**src/logic/lin_read_pkg.sv**
```systemverilog
// Constants and carrier types for the LIN reading-frame handler.
// Assumes a LIN frame layer on the same clock that delivers bytes and frame ends.
package lin_read_pkg;

    // ----------------------------------------
    // Identifiers and fixed bytes
    // ----------------------------------------
    localparam logic [5:0] ID_PREP_LONG   = 6'h3c;
    localparam logic [5:0] ID_READ        = 6'h3d;
    localparam logic [7:0] APP_ESC_BYTE   = 8'h80;
    localparam logic [7:0] FILL_BYTE      = 8'hff;
    localparam logic       ADDR_MARK      = 1'h1;
    localparam logic [3:0] LEN_SHORT      = 4'h2;
    localparam logic [3:0] LEN_MID        = 4'h4;
    localparam logic [3:0] LEN_LONG       = 4'h8;
    localparam logic [3:0] KEPT_BYTES     = 4'h5;

    // ----------------------------------------
    // Application command codes
    // ----------------------------------------
    localparam logic [6:0] CMD_READ_POS    = 7'h00;
    localparam logic [6:0] CMD_READ_FULL   = 7'h01;
    localparam logic [6:0] CMD_READ_FUSE   = 7'h02;
    localparam logic [6:0] CMD_READ_QUICK  = 7'h03;
    localparam logic [6:0] CMD_TO_SAFE     = 7'h04;
    localparam logic [6:0] CMD_HALT_NOW    = 7'h05;
    localparam logic [6:0] CMD_CLEAR_POS   = 7'h06;
    localparam logic [6:0] CMD_RESTORE     = 7'h07;
    localparam logic [6:0] CMD_REF_SEARCH  = 7'h08;
    localparam logic [6:0] CMD_MOTOR_PARAM = 7'h09;
    localparam logic [6:0] CMD_TARGET      = 7'h0b;
    localparam logic [6:0] CMD_SHORT_1     = 7'h0c;
    localparam logic [6:0] CMD_SHORT_2     = 7'h0d;
    localparam logic [6:0] CMD_SHORT_4     = 7'h0e;
    localparam logic [6:0] CMD_RAMP_HALT   = 7'h0f;
    localparam logic [6:0] CMD_FUSE_PROG   = 7'h10;
    localparam logic [6:0] CMD_SLEEP       = 7'h12;

    // ----------------------------------------
    // Action pulses towards the motion core
    // ----------------------------------------
    typedef struct packed {
        logic       halt_now;
        logic       ramp_halt;
        logic       clear_pos;
        logic       restore_defaults;
        logic       ref_search;
        logic       to_safe;
        logic       sleep;
        logic       motor_params;
        logic       write_target;
        logic       fuse_prog;
        logic       short_target;
        logic       half_step_only;
        logic [2:0] short_motors;
    } action_t;

    localparam action_t ACTION_NONE = '0;

endpackage

```
**src/logic/resp_store.sv**
```systemverilog
// Small response buffer with registered read data.
// Assumes one writer and one reader on the same clock.
`timescale 1ns/1ps
module resp_store #(
    parameter int WIDTH = 8,
    parameter int DEPTH = 8,
    parameter int AW    = 3
) (
    input  wire logic             clk,
    input  wire logic             wr_en,
    input  wire logic [AW-1:0]    wr_addr,
    input  wire logic [WIDTH-1:0] wr_data,
    input  wire logic [AW-1:0]    rd_addr,
    output logic      [WIDTH-1:0] rd_data
);
    logic [WIDTH-1:0] mem [0:DEPTH-1];

    always_ff @(posedge clk) begin
        if (wr_en) begin
            mem[wr_addr] <= wr_data;
        end
        rd_data <= mem[rd_addr];
    end
endmodule // resp_store

```
**src/logic/lin_read_frame_handler.sv**
```systemverilog
// Slave-side LIN reading-frame handler and application command decoder.
// Assumes a frame layer on REF_CLK delivering received bytes, identifier flags,
// checked frame ends, and taking response bytes with a valid/ready handshake.
`timescale 1ns/1ps
module lin_read_frame_handler
    import lin_read_pkg::*;
#(
    parameter int RESP_DEPTH = 8
) (
    input  wire logic        REF_CLK,
    input  wire logic        SYS_RST,
    input  wire logic        RX_STB,
    input  wire logic [7:0]  RX_DATA,
    input  wire logic        RX_IS_ID,
    input  wire logic        RX_FRAME_END,
    input  wire logic [6:0]  NODE_ADDR,
    input  wire logic [5:0]  DIRECT_POS_ID,
    input  wire logic [5:0]  PREP_SHORT_ID,
    input  wire logic [15:0] CUR_POS,
    input  wire logic [15:0] TARGET_POS,
    input  wire logic [15:0] SAFE_POS,
    input  wire logic [15:0] DEVICE_STATE,
    input  wire logic [63:0] FUSE_CONTENT,
    input  wire logic        TX_READY,
    output logic             TX_VALID,
    output logic      [7:0]  TX_DATA,
    output action_t          ACTIONS,
    output logic      [7:0]  FUSE_ADDR,
    output logic      [7:0]  FUSE_WDATA,
    output logic             FLAGS_ACK,
    output logic             ARMED
);
    // ----------------------------------------
    // Types and state
    // ----------------------------------------
    typedef enum logic [4:0] {
        S_IDLE    = 5'b00001,
        S_COLLECT = 5'b00010,
        S_LOAD    = 5'b00100,
        S_FETCH   = 5'b01000,
        S_HOLD    = 5'b10000
    } state_t;

    state_t      state;
    logic [5:0]  frame_id;
    logic [7:0]  data_b [0:4];
    logic [3:0]  byte_cnt;
    logic [6:0]  armed_cmd;
    logic [6:0]  resp_cmd;
    logic [3:0]  resp_len;
    logic [3:0]  idx;
    logic [7:0]  load_byte;
    logic [7:0]  rd_data;

    // ----------------------------------------
    // Helpers
    // ----------------------------------------
    // Length from identifier bits 5:4
    function automatic logic [3:0] len_of_id(input logic [5:0] id);
        case (id[5:4])
            2'b11:   len_of_id = LEN_LONG;
            2'b10:   len_of_id = LEN_MID;
            default: len_of_id = LEN_SHORT;
        endcase
    endfunction

    function automatic logic is_read(input logic [6:0] c);
        is_read = (c == CMD_READ_POS) || (c == CMD_READ_FULL) ||
                  (c == CMD_READ_FUSE) || (c == CMD_READ_QUICK);
    endfunction

    logic       id_seen;
    logic       rx_open;
    logic       direct_hit;
    logic       read_hit;
    logic       long_prep;
    logic       short_prep;
    logic [6:0] fr_cmd;
    logic [6:0] fr_addr;
    logic       addr_hit;
    logic       broadcast;
    logic       frame_done;
    logic       arm_now;
    logic       act_now;

    assign rx_open    = (state == S_IDLE) || (state == S_COLLECT);
    assign id_seen    = rx_open && RX_STB && RX_IS_ID;
    assign direct_hit = RX_DATA[5:0] == DIRECT_POS_ID;
    assign read_hit   = (RX_DATA[5:0] == ID_READ) && ARMED;
    assign frame_done = (state == S_COLLECT) && RX_FRAME_END;
    assign long_prep  = (frame_id == ID_PREP_LONG) && (data_b[0] == APP_ESC_BYTE);
    assign short_prep = (frame_id == PREP_SHORT_ID) && !long_prep;
    assign fr_cmd     = long_prep ? data_b[1][6:0] : data_b[0][6:0];
    assign fr_addr    = long_prep ? data_b[2][6:0] : data_b[1][6:0];
    assign addr_hit   = fr_addr == NODE_ADDR;
    assign broadcast  = long_prep && !data_b[2][7];
    assign arm_now    = frame_done && (long_prep || short_prep) && is_read(fr_cmd) && addr_hit;
    assign act_now    = frame_done && long_prep && !is_read(fr_cmd) && (addr_hit || broadcast);

    // ----------------------------------------
    // Frame sequencing
    // ----------------------------------------
    always_ff @(posedge REF_CLK) begin
        if (SYS_RST) begin
            state    <= S_IDLE;
            frame_id <= 6'h00;
            byte_cnt <= 4'h0;
            resp_cmd <= CMD_READ_POS;
            resp_len <= 4'h0;
            idx      <= 4'h0;
            TX_VALID <= 1'b0;
            TX_DATA  <= 8'h00;
        end else begin
            case (state)
                S_IDLE, S_COLLECT: begin
                    if (id_seen) begin
                        frame_id <= RX_DATA[5:0];
                        byte_cnt <= 4'h0;
                        idx      <= 4'h0;
                        if (direct_hit) begin
                            resp_cmd <= CMD_READ_POS;
                            resp_len <= len_of_id(RX_DATA[5:0]);
                            state    <= S_LOAD;
                        end else if (read_hit) begin
                            resp_cmd <= armed_cmd;
                            resp_len <= LEN_LONG;
                            state    <= S_LOAD;
                        end else begin
                            state <= S_COLLECT;
                        end
                    end else if (state == S_COLLECT) begin
                        if (RX_FRAME_END) begin
                            state <= S_IDLE;
                        end else if (RX_STB && byte_cnt < KEPT_BYTES) begin
                            byte_cnt <= byte_cnt + 4'h1;
                        end
                    end
                end
                S_LOAD: begin
                    if (idx == resp_len - 4'h1) begin
                        idx   <= 4'h0;
                        state <= S_FETCH;
                    end else begin
                        idx <= idx + 4'h1;
                    end
                end
                S_FETCH: begin
                    state <= S_HOLD;
                end
                S_HOLD: begin
                    if (!TX_VALID) begin
                        TX_VALID <= 1'b1;
                        TX_DATA  <= rd_data;
                    end else if (TX_READY) begin
                        TX_VALID <= 1'b0;
                        if (idx == resp_len - 4'h1) begin
                            state <= S_IDLE;
                        end else begin
                            idx   <= idx + 4'h1;
                            state <= S_FETCH;
                        end
                    end
                end
                default: state <= S_IDLE;
            endcase
        end
    end

    // Data bytes kept for decoding; fillers beyond are not needed
    always_ff @(posedge REF_CLK) begin
        if (SYS_RST) begin
            for (int i = 0; i < 5; i++) begin
                data_b[i] <= 8'h00;
            end
        end else if (state == S_COLLECT && RX_STB && !RX_IS_ID && byte_cnt < KEPT_BYTES) begin
            data_b[byte_cnt[2:0]] <= RX_DATA;
        end
    end

    // ----------------------------------------
    // Arming for indirect reads
    // ----------------------------------------
    always_ff @(posedge REF_CLK) begin
        if (SYS_RST) begin
            ARMED     <= 1'b0;
            armed_cmd <= CMD_READ_POS;
        end else begin
            if (id_seen) begin
                ARMED <= 1'b0;
            end
            if (arm_now) begin
                ARMED     <= 1'b1;
                armed_cmd <= fr_cmd;
            end
        end
    end

    // ----------------------------------------
    // Response contents
    // ----------------------------------------
    // Quick status shared with full read
    always_comb begin
        load_byte = FILL_BYTE;
        case (resp_cmd)
            CMD_READ_POS: begin
                case (idx)
                    4'h0:    load_byte = {ADDR_MARK, NODE_ADDR};
                    4'h1:    load_byte = CUR_POS[15:8];
                    4'h2:    load_byte = CUR_POS[7:0];
                    4'h3:    load_byte = DEVICE_STATE[7:0];
                    default: load_byte = FILL_BYTE;
                endcase
            end
            CMD_READ_FULL: begin
                case (idx)
                    4'h0:    load_byte = DEVICE_STATE[15:8];
                    4'h1:    load_byte = DEVICE_STATE[7:0];
                    4'h2:    load_byte = CUR_POS[15:8];
                    4'h3:    load_byte = CUR_POS[7:0];
                    4'h4:    load_byte = TARGET_POS[15:8];
                    4'h5:    load_byte = TARGET_POS[7:0];
                    4'h6:    load_byte = SAFE_POS[15:8];
                    default: load_byte = SAFE_POS[7:0];
                endcase
            end
            CMD_READ_QUICK: begin
                case (idx)
                    4'h0:    load_byte = {ADDR_MARK, NODE_ADDR};
                    4'h1:    load_byte = DEVICE_STATE[7:0];
                    default: load_byte = FILL_BYTE;
                endcase
            end
            CMD_READ_FUSE: begin
                if (idx == 4'h0) begin
                    load_byte = {ADDR_MARK, NODE_ADDR};
                end else begin
                    load_byte = FUSE_CONTENT[8*(idx[2:0]-3'h1) +: 8];
                end
            end
            default: load_byte = FILL_BYTE;
        endcase
    end

    resp_store #(
        .WIDTH (8),
        .DEPTH (RESP_DEPTH),
        .AW    (3)
    ) u_store (
        .clk     (REF_CLK),
        .wr_en   (state == S_LOAD),
        .wr_addr (idx[2:0]),
        .wr_data (load_byte),
        .rd_addr (idx[2:0]),
        .rd_data (rd_data)
    );

    // ----------------------------------------
    // Command execution
    // ----------------------------------------
    always_ff @(posedge REF_CLK) begin
        if (SYS_RST) begin
            ACTIONS    <= ACTION_NONE;
            FUSE_ADDR  <= 8'h00;
            FUSE_WDATA <= 8'h00;
            FLAGS_ACK  <= 1'b0;
        end else begin
            ACTIONS <= ACTION_NONE;
            FLAGS_ACK <= (state == S_LOAD) && (idx == 4'h0) && (resp_cmd == CMD_READ_FULL);
            if (act_now) begin
                case (fr_cmd)
                    CMD_HALT_NOW:    ACTIONS.halt_now <= 1'b1;
                    CMD_RAMP_HALT:   ACTIONS.ramp_halt <= 1'b1;
                    CMD_CLEAR_POS:   ACTIONS.clear_pos <= 1'b1;
                    CMD_RESTORE:     ACTIONS.restore_defaults <= 1'b1;
                    CMD_REF_SEARCH:  ACTIONS.ref_search <= 1'b1;
                    CMD_TO_SAFE:     ACTIONS.to_safe <= 1'b1;
                    CMD_SLEEP:       ACTIONS.sleep <= 1'b1;
                    CMD_TARGET:      ACTIONS.write_target <= 1'b1;
                    CMD_MOTOR_PARAM: ACTIONS.motor_params <= 1'b1;
                    CMD_FUSE_PROG: begin
                        ACTIONS.fuse_prog <= 1'b1;
                        FUSE_ADDR         <= data_b[3];
                        FUSE_WDATA        <= data_b[4];
                    end
                    CMD_SHORT_1, CMD_SHORT_2, CMD_SHORT_4: begin
                        ACTIONS.short_target   <= 1'b1;
                        ACTIONS.half_step_only <= 1'b1;
                        ACTIONS.short_motors   <= (fr_cmd == CMD_SHORT_1) ? 3'h1 :
                                                  (fr_cmd == CMD_SHORT_2) ? 3'h2 : 3'h4;
                    end
                    default: ACTIONS <= ACTION_NONE;
                endcase
            end
        end
    end
endmodule // lin_read_frame_handler

```
**config.mk**
```make
export PLATFORM = sky130hd
export DESIGN_NAME = lin_read_frame_handler
export DESIGN_NICKNAME = d
export VERILOG_FILES = /design/src/logic/lin_read_pkg.sv /design/src/logic/resp_store.sv /design/src/logic/lin_read_frame_handler.sv
export SDC_FILE = /design/constraint.sdc
export NUM_CORES = 1
export LEC_CHECK = 0
export BUFFER_PORTS_ARGS = -buffer_cell sky130_fd_sc_hd__buf_2
export CAP_MARGIN = 20
export CORE_MARGIN = 5
export CORE_UTILIZATION = 45
export CTS_CLUSTER_DIAMETER = 30
export DETAILED_ROUTE_END_ITERATION = 16
export PLACE_DENSITY = 0.76
export SLEW_MARGIN = 20
export SYNTH_ARGS = -nofsm -noshare
export SYNTH_HDL_FRONTEND = slang
export SYNTH_SLANG_ARGS = --single-unit
```
**constraint.sdc**
```tcl
create_clock -name REF_CLK -period 14.5 [get_ports REF_CLK]
set_input_delay 2.9 -clock REF_CLK [delete_from_list [all_inputs] [get_ports REF_CLK]]
set_output_delay 2.9 -clock REF_CLK [all_outputs]
set_load 0.02 [all_outputs]
```
==> impl_metrics.csv <==
group,metric,value,unit
route,firstDrtPassIters,8,
route,viasPerCell,5.76,
timing,slew_violations,0,
placement,place_ws,8960,ps
worst_setup_path,path_class,"in -> reg",
timing,relSlewSlack,26.0,%
worst_setup_path,crit_cells,6,
pwr,p_clk_share,41.1,%
timing,setup_viol,0,
worst_setup_path,cp-end-kind,"flip-flop",
route,drt_drc_violations_left,0,
floorplan,ios,203,
clocking,postCtsHoldBufs,0,
timing,final.min_clock_period,5110,ps
global_routing,grt_pass1_wl,39.7,mm
timing,rsz0062_at_grt,"no",
timing,final.setup.tns,0,ps
worst_setup_path,path_cells,"buf_2 > buf_4 > or4_1 > or2_2 > nor3_1 > or2_2",
pwr,p_sw,291,µW
floorplan,core,0.0201,mm²
worst_setup_path,critPathBufInv,2,
layout,drive_gt1_share,28.5,%
clocking,htree_levels,4,
clocking,cts_made_buffers,17,
route,initialDrtViolationCount,690,
route,wl_per_cell,19.4,µm
layout,nNetsFinal,1199,
synthesis,syn_nets,1019,
worst_setup_path,crit_required,14620,ps
worst_setup_path,ff2ff_path_depth,9,
pwr,p_sw_share,25.7,%
clocking,clk_latency,440,ps
job,cap_violations,0,
global_routing,grt_pass1_vias,7377,
synthesis,synthCells,850,
synthesis,synth-simple-area-share,19.0,%
pwr,leakage,0.00415,µW
worst_setup_path,max_stage_delay,620,ps
timing,hold_viol_final,0,
synthesis,ys_seq_elements,188,
worst_setup_path,critPathMostFrequentCell,"or2_2",
floorplan,initial_utilization,45.4,%
global_routing,grt-ovfl-total,0,
layout,final_cells,1314,
synthesis,ys_seq_area_share,52.5,%
placement,gp_congestion,0.945,
clocking,numClockSinks,188,
floorplan,die_x,152,µm
floorplan,die_h,152,µm
worst_setup_path,cp_top_family,"simple AND/OR/NAND/NOR gates",
worst_setup_path,path_max_fanout,66,
timing,layout_setup_ws,9390,ps
worst_setup_path,slowest_stage,"or4_1",
synthesis,ys_warn_count,0,
route,drtAntennaViolNets,0,
synthesis,synthMuxAreaShare,9.01,%
global_routing,antenna_found_initial,1,
clocking,path_clk_slew,70,ps
layout,syn_to_final_growth,20.3,%
timing,fmax,196,MHz
synthesis,async_flop_share,0,%
route,num_vias,7565,
synthesis,synth_fa_ha_area_share,1.10,%
min_path,hold_depth,2,
status,status,"complete, no violations",
clocking,post_cts_buffers,0,
placement,dp_cells,1281,
timing,tightest_slew,1100,ps
worst_setup_path,arrival,5230,ps
timing,hold_ws,458,ps
placement,portBuffers,202,
pwr,powerDensity,103,mW/mm²
placement,dpl.hpwl,19.2,mm
pwr,ir_worst_vdd,0.0000673,V
min_path,hp-class,"reg -> reg",
pwr,seq_power_share,50.7,%
worst_setup_path,cp-start-kind,"input port",
synthesis,postSynthAreaPerCell,10.7,µm²
timing,finClkSkew,14.2,ps
global_routing,grt_usage,21.4,%
floorplan,num_rows,52,
route,finalWirelength,25.5,mm
layout,num-fill-cells,1727,
synthesis,synth-compound-area-share,13.5,%
placement,post_dp_cell_area,0.0104,mm²
pwr,p_int,844,µW
clocking,cts-root-buf,"clkbuf_16",
global_routing,grt_max_degree,67,
clocking,cts_resized,0,
layout,stdcell_area,0.0110,mm²
synthesis,synthXorXnorAreaFrac,2.26,%
synthesis,synthDistinctLibCells,61,
pwr,p_comb_share,8.2,%
timing,period_share,35.2,%
synthesis,synth_top_family_by_area,"simple AND/OR/NAND/NOR gates",
synthesis,synthesis.area,0.00913,mm²
synthesis,synth_edf_count,103,
floorplan,die-area,0.0232,mm²
synthesis,synth_flop_cell,"edfxtp_1",
clocking,ctsLongestPathBuffers,2,
clocking,tritoncts,"built",
placed cells by master (no fill, tap or decap), types with 9 or more instances in the layout:
cell type	instances
buf_2	202
edfxtp_1	103
dfxtp_1	84
nand2_1	74
a21oi_1	59
and2_1	54
nor2_1	48
nand3_1	41
o21ai_0	40
nor3_1	31
a22oi_1	27
mux2i_1	27
mux4_2	20
clkbuf_16	17
or2_2	13
nor2b_1	13
xor2_1	12
buf_4	11
a31oi_1	10
mux2_2	9
xnor2_1	9
cells in the mapped netlist, drive strengths merged, types with 4 or more instances:
master    n  area [µm²]
o211ai    8        60.1
ha        8         100
inv       8        30.0
a221o     4        40.0
a221oi    7        61.3
nand2b    8        50.1
xnor2     9        78.8
mux4     20         450
mux2i    27         270
a222oi    8        80.1
nor3     31         155
or2      13        81.3
mux2      9         101
nor2b    13        81.3
a41oi     7        61.3
and2     55         344
edfxtp  103        3090
nor2     48         180
a21oi    59         295
clkbuf   41         154
nand3    41         205
o21ai    40         200
nor4      8        86.3
or4       4        33.8
nand2    74         278
dfxtp    85        1700
nor3b     7        52.6
a22oi    27         203
buf      11        53.8
a31oi    10        62.6
and3      6        37.5
xor2     12         105
a211oi    4        30.0
routing by layer:
metal | track usage [%] | vias to the layer above | wire length [µm]
li1 | - | 3552 | -
met1 | 27.8 | 3570 | 10400
met2 | 35.6 | 397 | 12600
met3 | 4.29 | 46 | 1850
met4 | 8.06 | 0 | 704
met5 | 0 | - | 0
per-stage QoR:
stage	total power [µW]	utilization (%)
2_1_floorplan	636	-
6_report	1140	54.6
5_1_grt	1180	54.6
3_3_place_gp	678	51.5
3_5_place_dp	680	51.5
4_1_cts	1140	54.6
power by group through the flow:
stage	logic (µW)	clock network [µW]	registers [µW]
floorplan	50.3	0	585
global placement	90.7	0	588
detailed placement	92.1	0	588
CTS	92.5	471	576
global route	102	499	577
finish	93.4	467	576
cell type report:
cell class | count | area, µm² | share of cell area (%)
well taps | 270 | 338 | 3.08
inverters | 8 | 30.0 | 0.273
diodes | 1 | 2.50 | 0.0228
clock inverters | 15 | 193 | 1.75
repair buffers | 213 | 1090 | 9.96
flip-flops and latches | 188 | 4800 | 43.7
multi-input cells | 602 | 4100 | 37.4
clock buffers | 17 | 425 | 3.87
final timing paths:
kind	startpoint	endpoint	slack (ps)
setup / recovery	SYS_RST	data_b[2][2]$_SDFFCE_PN0P_	9390
hold reg to reg	resp_cmd[6]$_SDFFE_PP0P_	resp_cmd[6]$_SDFFE_PP0P_	460
setup reg to reg	idx[0]$_SDFFE_PP0P_	u_store.mem[4][4]$_DFFE_PP_	10190
hold / removal	resp_cmd[6]$_SDFFE_PP0P_	resp_cmd[6]$_SDFFE_PP0P_	460
sequential cells by signal (all words and copies together), names as in the netlist, 3 cells and up:
| name | flops |
|---|---|
| ACTIONS | 14 |
| FUSE_ADDR | 8 |
| FUSE_WDATA | 8 |
| TX_DATA | 8 |
| armed_cmd | 7 |
| byte_cnt | 4 |
| data_b | 39 |
| frame_id | 6 |
| idx | 4 |
| resp_cmd | 7 |
| resp_len | 3 |
| state | 5 |
| u_store.mem | 64 |
| u_store.rd_data | 8 |
worst register-to-register path, cell delays in order, from the launching register on:
cell and delay (ps):
dfxtp_2 320, buf_4 310, ha_1 350, nor3b_2 150, buf_4 220, or2_2 380, or3_1 520, nor4_2 850
a21oi_1 230, o211ai_1 680
cells by family after synthesis:
| group | count (synthesis) |
|---|---|
| simple gates | 326 |
| fa+ha+maj | 8 |
| mux | 56 |
| xor+xnor | 22 |
| flops | 188 |
| compound gates | 190 |
| buf+inv | 60 |
No activity file was read; power rests on OpenSTA's default activity.
